==> src/dd_cfg.svh <==
// timing, offset and field constants for the drive interface
`ifndef DD_CFG_SVH
`define DD_CFG_SVH
`define DD_CLK_MHZ       125
`define DD_T_SEEKOFF_NS  12000
`define DD_SEEKOFF_CYC   ((`DD_T_SEEKOFF_NS * `DD_CLK_MHZ) / 1000)
`define DD_T_STEP_US     3
`define DD_STEP_CYC      (`DD_T_STEP_US * `DD_CLK_MHZ)
`define DD_T_T2T_US      3000
`define DD_T2T_CYC       (`DD_T_T2T_US * `DD_CLK_MHZ)
`define DD_T_BUF_US      200
`define DD_BUF_CYC       (`DD_T_BUF_US * `DD_CLK_MHZ)
`define DD_T_IDX_US      1500
`define DD_IDX_CYC       (`DD_T_IDX_US * `DD_CLK_MHZ)
`define DD_T_REV_US      16670
`define DD_REV_CYC       (`DD_T_REV_US * `DD_CLK_MHZ)
`define DD_T_SETTLE_US   500
`define DD_SETTLE_CYC    (`DD_T_SETTLE_US * `DD_CLK_MHZ)
`define DD_T_READY_MS    20000
`define DD_READY_CYC     (64'd`DD_T_READY_MS * 64'd`DD_CLK_MHZ * 64'd1000)
`define DD_MAX_CYL       306
`define DD_OFF_CTRL      8'h00
`define DD_OFF_STAT      8'h04
`define DD_OFF_CYL       8'h08
`define DD_OFF_CAUSE     8'h0C
`define DD_CTRL_RECAL    0
`define DD_CTRL_IMMED    1
`define DD_RESP_OKAY     2'h0
`define DD_RESP_DECERR   2'h3
`endif

==> src/dd_pkg.sv <==
// types shared by the drive interface
package dd_pkg;
  typedef struct packed {
    logic        awvalid;
    logic [7:0]  awaddr;
    logic        wvalid;
    logic [31:0] wdata;
    logic [3:0]  wstrb;
    logic        bready;
    logic        arvalid;
    logic [7:0]  araddr;
    logic        rready;
  } dd_axi_req_t;
  typedef struct packed {
    logic        awready;
    logic        wready;
    logic        bvalid;
    logic [1:0]  bresp;
    logic        arready;
    logic        rvalid;
    logic [31:0] rdata;
    logic [1:0]  rresp;
  } dd_axi_rsp_t;
  typedef enum {SK_IDLE, SK_MOVE, SK_SETTLE, SK_RECAL} dd_seek_t;
endpackage

==> src/dd_drive.sv <==
// drive-side control and data interface of a fixed disk drive
// Contract
// - record only while write gate asserted
// - two low-active lines binary-code four heads
// - direction high steps out, low in
// - slow steps execute as single track moves
// - fast trains accumulate, drive seeks itself
// - respond and light indicator only when selected
// - one-hot switch bank picks selection line
// - seek complete after heads settle on track
// - seek complete drops: recal, 12us, power
// - track zero output only at outermost track
// - fault inhibits writing, clears by gate/deselect
// - listed write, head, supply conditions raise fault
// - index pulse 1.5 ms every revolution
// - not ready inhibits read, write and seek
// - read flux shows positive over negative line
// - write flux on rising pair, gated only
// - recalibrate at power-up, overrun, write fault
// - write gate ignored during power transitions
`include "dd_cfg.svh"
`timescale 1ns/100ps
`default_nettype none
module dd_drive
  import dd_pkg::*;
#(
  parameter int unsigned READY_CYC  = 32'(`DD_READY_CYC),
  parameter int unsigned T2T_CYC    = `DD_T2T_CYC,
  parameter int unsigned BUF_CYC    = `DD_BUF_CYC,
  parameter int unsigned REV_CYC    = `DD_REV_CYC,
  parameter int unsigned IDX_CYC    = `DD_IDX_CYC,
  parameter int unsigned SETTLE_CYC = `DD_SETTLE_CYC,
  parameter int unsigned MAX_CYL    = `DD_MAX_CYL
) (
  input  wire logic        sys_clk,
  input  wire logic        srst,
  input  wire dd_axi_req_t axi_req,
  output var  dd_axi_rsp_t axi_rsp,
  input  wire logic        wr_gate_n,
  input  wire logic        head_sel_bit0_n,
  input  wire logic        head_sel_bit1_n,
  input  wire logic        step_n,
  input  wire logic        step_dir_in_n,
  input  wire logic [3:0]  unit_select_n,
  input  wire logic [3:0]  unit_switch,
  input  wire logic        flux_write_pair_p,
  input  wire logic        flux_write_pair_n,
  input  wire logic        medium_flux,
  input  wire logic        wr_current_sense,
  input  wire logic        head_sel_fault,
  input  wire logic        supply_ok,
  input  wire logic        spindle_ok,
  input  wire logic        trk0_sense,
  output logic             seek_done_n_ff,
  output logic             at_outer_track_n_ff,
  output logic             write_fault_n_ff,
  output logic             index_n_ff,
  output logic             ready_n_ff,
  output logic             flux_read_pair_p_ff,
  output logic             flux_read_pair_n_ff,
  output logic             led_ff,
  output logic [1:0]       head_ff,
  output logic             wr_en_ff,
  output logic             head_flux_ff,
  output logic             act_step_ff,
  output logic             act_out_ff
);
  localparam int unsigned STEP_CYC = `DD_STEP_CYC;
  localparam int unsigned SOFF_CYC = `DD_SEEKOFF_CYC;

  function automatic logic hit(input logic [7:0] a, input logic [7:0] off);
    hit = (a[7:2] == off[7:2]);
  endfunction

  // bus slave state
  logic        awready_ff, wready_ff, bvalid_ff, arready_ff, rvalid_ff;
  logic        aw_got_ff, w_got_ff;
  logic [1:0]  bresp_ff, rresp_ff;
  logic [7:0]  awaddr_ff;
  logic [31:0] wdata_ff, rdata_ff;
  logic [3:0]  wstrb_ff;
  logic        ctrl_immed_ff;
  // drive state
  dd_seek_t    state_ff, nxt_state;
  logic [9:0]  cyl_ff, nxt_cyl;
  logic signed [11:0] pend_ff, nxt_pend;
  logic [31:0] tmr_ff, nxt_tmr;
  logic [31:0] gap_ff, rdy_cnt_ff, rev_cnt_ff, off_cnt_ff;
  logic        step_prev_ff, wd_prev_ff, fast_ff, ready_ff, seek_done_ff;
  logic        recal_pend_ff, por_recal_ff, fault_ff;
  logic [5:0]  cause_ff;
  logic        nxt_act_step, nxt_act_out, set_done, recal_go;

  assign axi_rsp = '{awready: awready_ff, wready: wready_ff, bvalid: bvalid_ff,
                     bresp: bresp_ff, arready: arready_ff, rvalid: rvalid_ff,
                     rdata: rdata_ff, rresp: rresp_ff};

  // write channel: address and data taken in either order
  wire        aw_hs    = axi_req.awvalid & awready_ff;
  wire        w_hs     = axi_req.wvalid & wready_ff;
  wire        aw_have  = aw_got_ff | aw_hs;
  wire        w_have   = w_got_ff | w_hs;
  wire        wr_do    = aw_have & w_have;
  wire [7:0]  wa       = aw_hs ? axi_req.awaddr : awaddr_ff;
  wire [31:0] wd       = w_hs ? axi_req.wdata : wdata_ff;
  wire [3:0]  ws       = w_hs ? axi_req.wstrb : wstrb_ff;
  wire        wr_ctrl  = wr_do & hit(wa, `DD_OFF_CTRL) & ws[0];
  wire        wr_map   = hit(wa, `DD_OFF_CTRL) | hit(wa, `DD_OFF_STAT) |
                         hit(wa, `DD_OFF_CYL) | hit(wa, `DD_OFF_CAUSE);
  wire        nxt_awg  = aw_have & ~wr_do;
  wire        nxt_wg   = w_have & ~wr_do;
  wire        nxt_bv   = wr_do | (bvalid_ff & ~axi_req.bready);
  wire        ar_hs    = axi_req.arvalid & arready_ff;
  wire        nxt_rv   = ar_hs | (rvalid_ff & ~axi_req.rready);
  wire        recal_sw = wr_ctrl & wd[`DD_CTRL_RECAL];

  wire [31:0] stat_word = {22'h0, state_ff == SK_RECAL, fast_ff, head_ff, cyl_ff == 10'h0,
                           fault_ff, seek_done_ff, ready_ff, sel, wr_en_ff};
  wire [7:0]  ra = axi_req.araddr;
  wire [31:0] rd_word = hit(ra, `DD_OFF_CTRL)  ? {30'h0, ctrl_immed_ff, 1'b0} :
                        hit(ra, `DD_OFF_STAT)  ? stat_word :
                        hit(ra, `DD_OFF_CYL)   ? {22'h0, cyl_ff} :
                        hit(ra, `DD_OFF_CAUSE) ? {26'h0, cause_ff} : 32'h0;
  wire rd_map = hit(ra, `DD_OFF_CTRL) | hit(ra, `DD_OFF_STAT) |
                hit(ra, `DD_OFF_CYL) | hit(ra, `DD_OFF_CAUSE);

  always_ff @(posedge sys_clk) begin
    if (srst) begin
      aw_got_ff     <= 1'b0;
      w_got_ff      <= 1'b0;
      awready_ff    <= 1'b1;
      wready_ff     <= 1'b1;
      bvalid_ff     <= 1'b0;
      bresp_ff      <= `DD_RESP_OKAY;
      arready_ff    <= 1'b1;
      rvalid_ff     <= 1'b0;
      rresp_ff      <= `DD_RESP_OKAY;
      rdata_ff      <= 32'h0;
      awaddr_ff     <= 8'h0;
      wdata_ff      <= 32'h0;
      wstrb_ff      <= 4'h0;
      ctrl_immed_ff <= 1'b0;
    end else begin
      aw_got_ff  <= nxt_awg;
      w_got_ff   <= nxt_wg;
      awready_ff <= ~nxt_awg & ~nxt_bv;
      wready_ff  <= ~nxt_wg & ~nxt_bv;
      bvalid_ff  <= nxt_bv;
      arready_ff <= ~nxt_rv;
      rvalid_ff  <= nxt_rv;
      if (aw_hs) awaddr_ff <= axi_req.awaddr;
      if (w_hs) begin
        wdata_ff <= axi_req.wdata;
        wstrb_ff <= axi_req.wstrb;
      end
      if (wr_do) bresp_ff <= wr_map ? `DD_RESP_OKAY : `DD_RESP_DECERR;
      if (ar_hs) begin
        rdata_ff <= rd_word;
        rresp_ff <= rd_map ? `DD_RESP_OKAY : `DD_RESP_DECERR;
      end
      if (wr_ctrl) ctrl_immed_ff <= wd[`DD_CTRL_IMMED];
    end
  end

  // selection: switch bank not one-hot selects nothing
  wire sel        = $onehot(unit_switch) & |(~unit_select_n & unit_switch);
  wire gate_on    = sel & ~wr_gate_n;
  wire step_lead  = sel & ready_ff & step_prev_ff & ~step_n;
  wire dir_out    = step_dir_in_n;
  wire wpair      = flux_write_pair_p & ~flux_write_pair_n;
  wire [9:0] top  = 10'(MAX_CYL - 1);
  wire trk0_abn   = por_recal_ff & (state_ff == SK_RECAL) & (trk0_sense != (cyl_ff == 10'h0));
  wire [5:0] cause = {trk0_abn, ~spindle_ok, ~supply_ok, head_sel_fault,
                      wr_en_ff & ~wr_current_sense, wr_current_sense & ~wr_en_ff};
  wire fault_clr  = ~(|cause) & (wr_gate_n | ~sel);
  // supply dips and the power-up wait both mask the gate
  wire nxt_wr_en  = gate_on & ready_ff & supply_ok & ~fault_ff;
  wire idx_act    = rev_cnt_ff < IDX_CYC;

  // seek engine: single moves, buffered trains and recalibration
  always_comb begin
    nxt_state    = state_ff;
    nxt_cyl      = cyl_ff;
    nxt_tmr      = (tmr_ff != 32'h0) ? tmr_ff - 32'h1 : 32'h0;
    nxt_act_step = 1'b0;
    nxt_act_out  = act_out_ff;
    nxt_pend     = pend_ff;
    set_done     = 1'b0;
    recal_go     = 1'b0;
    if (step_lead)
      nxt_pend = dir_out ? pend_ff - 12'sd1 : pend_ff + 12'sd1;
    case (state_ff)
      SK_IDLE: begin
        if (recal_pend_ff & ready_ff) begin
          nxt_state = SK_RECAL;
          recal_go  = 1'b1;
        end else if (pend_ff != 12'sd0 && ready_ff &&
                     (!fast_ff || ctrl_immed_ff || gap_ff >= BUF_CYC)) begin
          nxt_state = SK_MOVE;
          nxt_tmr   = 32'h0;
        end
      end
      SK_MOVE: begin
        if (tmr_ff == 32'h0) begin
          if (pend_ff == 12'sd0) begin
            nxt_state = SK_SETTLE;
            nxt_tmr   = SETTLE_CYC;
          end else if (pend_ff > 12'sd0 && cyl_ff == top) begin
            nxt_state = SK_RECAL;
            recal_go  = 1'b1;
          end else if (pend_ff < 12'sd0 && cyl_ff == 10'h0) begin
            nxt_pend  = nxt_pend + 12'sd1;
          end else begin
            nxt_act_step = 1'b1;
            nxt_act_out  = pend_ff < 12'sd0;
            nxt_cyl      = (pend_ff < 12'sd0) ? cyl_ff - 10'h1 : cyl_ff + 10'h1;
            nxt_pend     = (pend_ff < 12'sd0) ? nxt_pend + 12'sd1 : nxt_pend - 12'sd1;
            nxt_tmr      = STEP_CYC - 1;
          end
        end
      end
      SK_SETTLE: begin
        // wait out the drop window so seek complete really goes inactive
        if (tmr_ff == 32'h0 && off_cnt_ff == 32'h0) begin
          nxt_state = SK_IDLE;
          set_done  = (pend_ff == 12'sd0);
        end
      end
      SK_RECAL: begin
        nxt_pend = 12'sd0;
        if (tmr_ff == 32'h0) begin
          if (cyl_ff == 10'h0) begin
            nxt_state = SK_SETTLE;
            nxt_tmr   = SETTLE_CYC;
          end else begin
            nxt_act_step = 1'b1;
            nxt_act_out  = 1'b1;
            nxt_cyl      = cyl_ff - 10'h1;
            nxt_tmr      = STEP_CYC - 1;
          end
        end
      end
      default: nxt_state = SK_IDLE;
    endcase
    if (recal_go)
      nxt_pend = 12'sd0;
    if (!ready_ff) begin
      nxt_state    = SK_IDLE;
      nxt_act_step = 1'b0;
    end
  end

  always_ff @(posedge sys_clk) begin
    if (srst) begin
      state_ff      <= SK_IDLE;
      cyl_ff        <= 10'h0;
      pend_ff       <= 12'sd0;
      tmr_ff        <= 32'h0;
      act_step_ff   <= 1'b0;
      act_out_ff    <= 1'b0;
      step_prev_ff  <= 1'b1;
      wd_prev_ff    <= 1'b0;
      gap_ff        <= T2T_CYC;
      fast_ff       <= 1'b0;
      off_cnt_ff    <= 32'h0;
      seek_done_ff  <= 1'b0;
      rdy_cnt_ff    <= 32'h0;
      ready_ff      <= 1'b0;
      recal_pend_ff <= 1'b1;
      por_recal_ff  <= 1'b1;
      fault_ff      <= 1'b0;
      cause_ff      <= 6'h0;
      rev_cnt_ff    <= 32'h0;
    end else begin
      state_ff     <= nxt_state;
      cyl_ff       <= nxt_cyl;
      pend_ff      <= nxt_pend;
      tmr_ff       <= nxt_tmr;
      act_step_ff  <= nxt_act_step;
      act_out_ff   <= nxt_act_out;
      step_prev_ff <= step_n;
      wd_prev_ff   <= wpair;
      // spacing of pulses picks single moves or a buffered train
      if (step_lead) begin
        gap_ff  <= 32'h0;
        fast_ff <= gap_ff < T2T_CYC;
      end else if (gap_ff < T2T_CYC) begin
        gap_ff <= gap_ff + 32'h1;
      end
      if (step_lead)
        off_cnt_ff <= SOFF_CYC;
      else if (off_cnt_ff != 32'h0)
        off_cnt_ff <= off_cnt_ff - 32'h1;
      if (recal_go || !ready_ff || off_cnt_ff == 32'h1)
        seek_done_ff <= 1'b0;
      else if (set_done)
        seek_done_ff <= 1'b1;
      // a supply dip restarts the power-up wait
      if (!supply_ok) begin
        rdy_cnt_ff <= 32'h0;
        ready_ff   <= 1'b0;
      end else if (rdy_cnt_ff >= READY_CYC - 1) begin
        ready_ff <= 1'b1;
      end else begin
        rdy_cnt_ff <= rdy_cnt_ff + 32'h1;
      end
      // set wins over clear
      if (|cause) begin
        fault_ff <= 1'b1;
        cause_ff <= cause_ff | cause;
      end else if (fault_clr) begin
        fault_ff <= 1'b0;
        cause_ff <= 6'h0;
      end
      if (!supply_ok || recal_sw || (|cause && !fault_ff))
        recal_pend_ff <= 1'b1;
      else if (recal_go)
        recal_pend_ff <= 1'b0;
      if (!supply_ok)
        por_recal_ff <= 1'b1;
      else if (state_ff == SK_SETTLE && !recal_pend_ff)
        por_recal_ff <= 1'b0;
      rev_cnt_ff <= (rev_cnt_ff >= REV_CYC - 1) ? 32'h0 : rev_cnt_ff + 32'h1;
    end
  end

  // pins toward the controller; status reads inactive while deselected
  always_ff @(posedge sys_clk) begin
    if (srst) begin
      seek_done_n_ff      <= 1'b1;
      at_outer_track_n_ff <= 1'b1;
      write_fault_n_ff    <= 1'b1;
      index_n_ff          <= 1'b1;
      ready_n_ff          <= 1'b1;
      flux_read_pair_p_ff <= 1'b0;
      flux_read_pair_n_ff <= 1'b1;
      led_ff              <= 1'b0;
      head_ff             <= 2'h0;
      wr_en_ff            <= 1'b0;
      head_flux_ff        <= 1'b0;
    end else begin
      seek_done_n_ff      <= ~(sel & seek_done_ff);
      at_outer_track_n_ff <= ~(sel & cyl_ff == 10'h0);
      write_fault_n_ff    <= ~(sel & fault_ff);
      index_n_ff          <= ~(sel & idx_act);
      ready_n_ff          <= ~(sel & ready_ff);
      flux_read_pair_p_ff <= sel & wr_gate_n & ready_ff & medium_flux;
      flux_read_pair_n_ff <= ~(sel & wr_gate_n & ready_ff & medium_flux);
      led_ff              <= sel;
      if (sel)
        head_ff <= ~{head_sel_bit1_n, head_sel_bit0_n};
      wr_en_ff            <= nxt_wr_en;
      // a parked write pair never reads as a rising edge
      head_flux_ff        <= wr_en_ff & wpair & ~wd_prev_ff;
    end
  end
endmodule // dd_drive
`default_nettype wire

==> config.mk <==
export PLATFORM = sky130hd
export DESIGN_NAME = dd_drive
export DESIGN_NICKNAME = d
export VERILOG_FILES = /design/src/dd_pkg.sv /design/src/dd_drive.sv
export VERILOG_INCLUDE_DIRS = /design/src
export SDC_FILE = /design/constraint.sdc
export NUM_CORES = 1
export LEC_CHECK = 0
export BUFFER_PORTS_ARGS = -buffer_cell sky130_fd_sc_hd__buf_2
export CORE_ASPECT_RATIO = 1.75
export CORE_MARGIN = 2
export CORE_UTILIZATION = 53
export CTS_CLUSTER_SIZE = 8
export DETAILED_ROUTE_END_ITERATION = 8
export HOLD_SLACK_MARGIN = 0.02
export PLACE_DENSITY = 0.72
export SYNTH_ARGS = -nofsm -noshare
export SYNTH_HDL_FRONTEND = slang
export SYNTH_SLANG_ARGS = --single-unit
==> constraint.sdc <==
create_clock -name sys_clk -period 3.33 [get_ports sys_clk]
set_input_delay 0 -clock sys_clk [delete_from_list [all_inputs] [get_ports sys_clk]]
set_output_delay 0 -clock sys_clk [all_outputs]
set_load 0.01 [all_outputs]
==> out/results.ini, run 1 <==
[timing]
hold_ws_ns = 0.0738
finalCriticalPeriod_ns = 3.07
setup_viol = 0
finalCritPeriodShare = 0.922
slew-limit-headroom = 0.553
hold_violations = 0
slew_viol_final = 0
rsz0062_at_grt = no
tightest_slew_ns = 0.664
skew_ns = 0.0273
max_clock_freq_ghz = 0.326

[floorplan]
dieArea_um2 = 23300
die_w_um = 116
core_area_um2 = 21900
io_pins = 135
start_util = 0.535
die_y_um = 201
num_rows = 72

[final_layout]
finalNonFillerCells = 1813
area_growth_pct = 16.9
layout_commonest_cell = dfxtp_1
mostFrequentLayoutCells = 241 x dfxtp_1, 205 x nor2_1, 105 x nand2_1
drive_above_1_share = 0.129
antenna_cells = 0
fill_cells = 1953
fin_util = 0.625
finalNetCount = 1624
final_area_um2 = 13700

[synthesis]
synth.distinct_cells = 79
synth-seq-area-share = 0.412
synth-seq-cells = 241
syn-cell-area_um2 = 11700
syn_inst = 1381
yosys.area.top_type_share = 0.412
synth_edf_count = 0
syn_area_per_cell_um2 = 8.47
synthArstFlopShare = 0
ys.flop_type = dfxtp_1
synth.top_cells.by_area = dfxtp_1 41%, nor2_1 6.6%, xnor2_1 5.7%
synth_warnings = 0
yosysTopAreaCell = dfxtp_1

[clock_network]
clockBufferDepth = 3
cts-root-buf = clkbuf_16
h-tree-depth = 2
worstSkewPairLatency_ns = 0.50
postCtsSetupBuffers = 0
cts_buffers = 36
clk_pin_slew_ns = 0.05
clock_sinks = 241
cts_tree = built

[detailed_routing]
drc_errors = 0
highest_layer = met4
wl_um = 27300
drt-met1-wl_um = 10500
vias_per_cell = 5.56
drt_first_iter_violations = 580
avgRoutedWirePerCell_um = 15.0
dr_total_vias = 10100
dr.pass1.iters = 7
routed-wl-met3_um = 1020
ant_nets = 0
route.met2.wl_um = 14600

[status]
status = finished, final reports clean

[setup_path]
cp-end-kind = flop
critPathBufInv = 0
cp_slowest_cell = dfxtp_1
cp_max_fo = 6
cp-start-kind = flop
critical_path_arrival_ns = 3.44
path_delay_family = simple AND/OR/NAND/NOR gates
path_cells = ha_1 > a211oi_1 > nor2_1 > xor2_1 > a41o_1 > nand3_1 > or4_1 > nand3b_1 > mux2i_1 > nand3_1
critical_path_class = reg2reg
path_depth = 10
cp_slowest_stage_delay_ns = 0.45
crit_required_ns = 3.69
rr_worst_depth = 10
cpMostUsedCell = nand3_1

[hold_path]
hold_path_class = in2reg
holdPathStages = 4

[pwr]
vdd_drop_max_mv = 0.334
pwr-share-clk = 0.348
combPwrFrac = 0.263
p_per_area_nw_per_um2 = 672
switching_share = 0.309
p_sw_mw = 2.84
seqPwrFrac = 0.389
p_int_mw = 6.36
p_leak_nw = 5.34

[place]
gp_congestion = 0.931
place_area_um2 = 12400
place_hpwl_um = 18900
place.port_buffers = 75
dp.cells = 1737

[run]
drv_cap = 0

[grt]
grt_pass1_wl_um = 45500
grt_max_degree = 56
gr-total-overflow = 0
first_global_vias = 10000
antenna_found_initial = 0
grt_usage = 0.235

[power by group through the flow]
stage,registers [mW],clock network [mW],logic [mW]
final,3.57,3.20,2.42
after global routing,3.62,3.39,2.70
after CTS,3.57,3.28,2.42
after detailed placement,3.62,0,2.35
after global placement,3.60,0,2.30
after floorplan,3.56,0,1.97
[path summary, 6_finish.rpt]
check | start | to | slack, ns
max | pend_ff[1]$_SDFF_PP0_ | pend_ff[11]$_SDFF_PP0_ | 0.26
min | axi_req[3] | rdata_ff[1]$_SDFFE_PP0P_ | 0.07
max reg2reg | pend_ff[1]$_SDFF_PP0_ | pend_ff[11]$_SDFF_PP0_ | 0.26
min reg2reg | wd_prev_ff$_SDFF_PP0_ | head_flux_ff$_SDFF_PP0_ | 0.38
[stage by stage]
step | TNS, ns | setup WS (ns) | power [mW]
5_1_grt | 0 | 0.0674 | 9.70
3_5_place_dp | -0.0189 | -0.0145 | 5.97
3_3_place_gp | 0 | 0.0748 | 5.91
6_report | 0 | 0.258 | 9.19
2_1_floorplan | 0 | 0.0775 | 5.53
4_1_cts | 0 | 0.269 | 9.26
[tightest hold or removal path, cell delays in order]
cell and delay, ns:
buf_2 0.16, mux4_2 0.24, a22oi_1 0.06, nor2_1 0.08
[timing repair]
item | CTS | global route
endpoints found under the hold margin | 43 | 0
resized for setup | 0 | 0
hold buffers | 35 | 0
[area by class of cell]
cell class	instances	area (µm²)	share of cell area
multi-input cells	1055	6390	0.467
flip-flops and latches	241	4820	0.353
well taps	296	370	0.0271
repair buffers	144	981	0.0717
clock inverters	2	25.0	0.00183
inverters	36	135	0.00987
clock buffers	39	955	0.0698
[cell families (layout without fill, tap and decap cells)]
family | after synthesis | after routing | synth area share
AOI/OAI and AO/OA | 241 | 241 | 0.128
xor gates and xnor gates | 129 | 129 | 0.0965
adders and majority gates | 30 | 30 | 0.0334
buffers and inverters | 117 | 221 | 0.0516
DFF | 241 | 241 | 0.412
muxes | 19 | 19 | 0.0181
other | 1 | 33 | 0.000320
and+or+nand+nor | 603 | 603 | 0.260
[state kept, by name (all words and copies together) (netlist names), 2 cells and up]
name,cells
rdata_ff,10
gap_ff,32
cyl_ff,10
wdata_ff,2
off_cnt_ff,32
rdy_cnt_ff,32
tmr_ff,32
pend_ff,12
state_ff,2
cause_ff,6
awaddr_ff,6
rev_cnt_ff,32
head_ff,2
[cells in the mapped netlist (5+ instances only)]
| library cell | count |
|---|---|
| dfxtp_1 | 241 |
| nor2_1 | 205 |
| nand2_1 | 105 |
| a21oi_1 | 87 |
| xnor2_1 | 76 |
| o21ai_0 | 58 |
| xor2_1 | 53 |
| nor3_1 | 46 |
| clkbuf_1 | 37 |
| nand3_1 | 37 |
| inv_1 | 36 |
| nand4_1 | 31 |
| buf_4 | 29 |
| or3_1 | 29 |
| ha_1 | 28 |
| nor4_1 | 27 |
| nand2b_1 | 16 |
| and2_1 | 15 |
| and3_1 | 14 |
| or4_1 | 12 |
| a31oi_1 | 11 |
| mux2i_1 | 11 |
| nor2b_1 | 11 |
| a211oi_1 | 9 |
| buf_2 | 9 |
| nor3b_1 | 9 |
| or2_2 | 9 |
| a21o_1 | 8 |
| a22oi_1 | 8 |
| mux2_2 | 7 |
| o21bai_1 | 7 |
| o31ai_1 | 6 |
| and4_1 | 5 |
| or4_4 | 5 |
[routing by layer]
layer  global-route usage  vias up
li1                     -     5004
met1                0.249     4730
met2                0.441      254
met3               0.0314       91
met4                0.115        0
met5                    0        -
Note: power is estimated with default switching activity, not from simulation.
==> run 2: changes to the inputs <==
Settings changed: CORE_MARGIN 2 to unset, CORE_UTILIZATION 53 to 55, CTS_BUF_LIST set to sky130_fd_sc_hd__clkbuf_8, PLACE_DENSITY 0.72 to 0.75.
==> out/results.ini, run 2 (same netlist as run 1, synthesis figures left out) <==
[clock_network]
cts_buffers = 37  ; +2.8%
clockBufferDepth = 3  ; unchanged
clk_pin_slew_ns = 0.06  ; about the same
h-tree-depth = 2  ; unchanged
cts-resized-gates = 0  ; unchanged
clock_sinks = 241  ; unchanged
worstSkewPairLatency_ns = 0.56  ; +0.06 ns
cts-root-buf = clkbuf_8
cts_tree = built

[grt]
antenna_found_initial = 0  ; unchanged
grt_pass1_wl_um = 44500  ; -2.1%
grt_usage = 0.246  ; +0.0114
grt_max_degree = 43  ; -23%
first_global_vias = 9989  ; -0.31%
gr-total-overflow = 0  ; unchanged

[status]
violations = design-rule violations
status = finished with violations

[timing]
finalSetupTns_ns = 0  ; unchanged
slew-limit-headroom = 0.509  ; -0.0439
setup_slack_ns = 0.282  ; +0.0240 ns
finalCriticalPeriod_ns = 3.05  ; -0.0240 ns
max_clock_freq_ghz = 0.328  ; +0.79%
slew_viol_final = 0  ; unchanged
hold_violations = 0  ; unchanged
setup_viol = 0  ; unchanged
rsz0062_at_grt = no
finalCritPeriodShare = 0.915  ; -0.00719
skew_ns = 0.0305  ; +0.00327 ns
tightest_slew_ns = 0.735  ; +0.0709 ns

[setup_path]
critical_path_class = reg2reg
crit_required_ns = 3.78  ; +0.09 ns
cp-end-kind = flop
critical_path_arrival_ns = 3.50  ; +0.06 ns
cp_max_fo = 4  ; -2
cp-start-kind = flop

[floorplan]
core_area_um2 = 20800  ; -4.8%
die_y_um = 195  ; -2.8%
die_w_um = 112  ; -3.5%
num_rows = 70  ; -2.8%
io_pins = 135  ; unchanged
start_util = 0.561  ; +0.0268
dieArea_um2 = 21900  ; -6.2%

[detailed_routing]
dr_total_vias = 10200  ; +0.99%
drc_errors = 7  ; +7
dr.pass1.iters = 9  ; +2
wl_um = 26400  ; -3.0%
avgRoutedWirePerCell_um = 14.8  ; -1.4%
drt_first_iter_violations = 412  ; -29%
vias_per_cell = 5.71  ; +2.6%
ant_nets = 0  ; unchanged

[hold_path]
hold_path_class = in2reg

[pwr]
vdd_drop_max_mv = 0.366  ; +9.5%
p_per_area_nw_per_um2 = 611  ; -9.1%
p_leak_nw = 5.20  ; -2.5%

[place]
place.port_buffers = 75  ; unchanged
place_hpwl_um = 18700  ; -1.1%
pre_cts_ws_ns = 0.0120  ; +0.0265 ns
gp_congestion = 0.927  ; -0.48%

[final_layout]
mostFrequentLayoutCells = 241 x dfxtp_1, 205 x nor2_1, 105 x nand2_1
area_growth_pct = 13.8
finalNetCount = 1630  ; +0.37%
fill_cells = 1801  ; -7.8%
layout_commonest_cell = dfxtp_1
antenna_cells = 0  ; unchanged
drive_above_1_share = 0.127  ; -0.00191

[run]
drv_cap = 0  ; unchanged

[run 2: cell count changes in the layout (fill, tap and decap cells not counted), sizes merged]
| cell | delta |
|---|---|
| buf | -3 |
| inv | +10 |
| clkbuf | +2 |
| dlygate4sd3 | +8 |
| clkinv | -2 |
[run 2: routing by layer]
layer | share of wire | GRT usage | wire length, µm
met5 | 0 | 0 | 0
met4 | 0.061 | 0.160 | 1620
met3 | 0.046 | 0.0440 | 1210
met2 | 0.52 | 0.465 | 13800
met1 | 0.37 | 0.243 | 9850
[run 2: final timing paths]
check        slack [ns]  cells after the start                       end                   from
min                0.06                      4  rdata_ff[1]$_SDFFE_PP0P_             axi_req[3]
max                0.28                     10     pend_ff[9]$_SDFF_PP0_  pend_ff[0]$_SDFF_PP0_
max reg2reg        0.28                     10     pend_ff[9]$_SDFF_PP0_  pend_ff[0]$_SDFF_PP0_
min reg2reg        0.39                      1   head_flux_ff$_SDFF_PP0_  wd_prev_ff$_SDFF_PP0_
[run 2: layout make-up]
class	instances	area, µm²	area share
Clock buffer	41	564	0.0424
Timing Repair Buffer	149	1040	0.0780
Clock inverter	10	42.5	0.00320
Tap cell	252	315	0.0237
Inverter	36	135	0.0101
Sequential cell	241	4820	0.362
Multi-Input combinational cell	1055	6390	0.480
[run 2: metrics by stage]
stage                     hold WS (ns)  power (mW)   util  cells  instance area (µm²)
after floorplan                 0.0840        5.53      -   1413                11800
after global placement           0.173        5.90  0.589   1690                12300
after detailed placement         0.179        5.95  0.589   1690                12300
after CTS                       0.0388        8.19  0.639   1784                13300
after global routing             0.111        8.68  0.639   1784                13300
final                           0.0611        8.13  0.639   1784                13300
[run 2: repair_timing]
action | CTS | global route
endpoints found under the hold margin | 49 | 0
setup endpoints to repair | 0 | 0
hold buffers | 43 | 0
buffers inserted | 0 | 0
[run 2: worst max-delay path, stage by stage (launching register included)]
cell and delay, ns:
dfxtp_1 0.40, fa_1 0.46, a211oi_1 0.33, o21ai_0 0.20, a31oi_1 0.23, xnor2_1 0.15
mux2i_1 0.13, or4_1 0.57, mux2i_1 0.19, a21oi_1 0.09, nor3b_1 0.20
[run 2: where the power goes]
part	internal, mW	switching, mW	total [mW]
Sequential	3.26	0.303	3.56
Combinational	1.10	1.29	2.39
Clock	1.10	1.07	2.17
Total	5.47	2.66	8.13
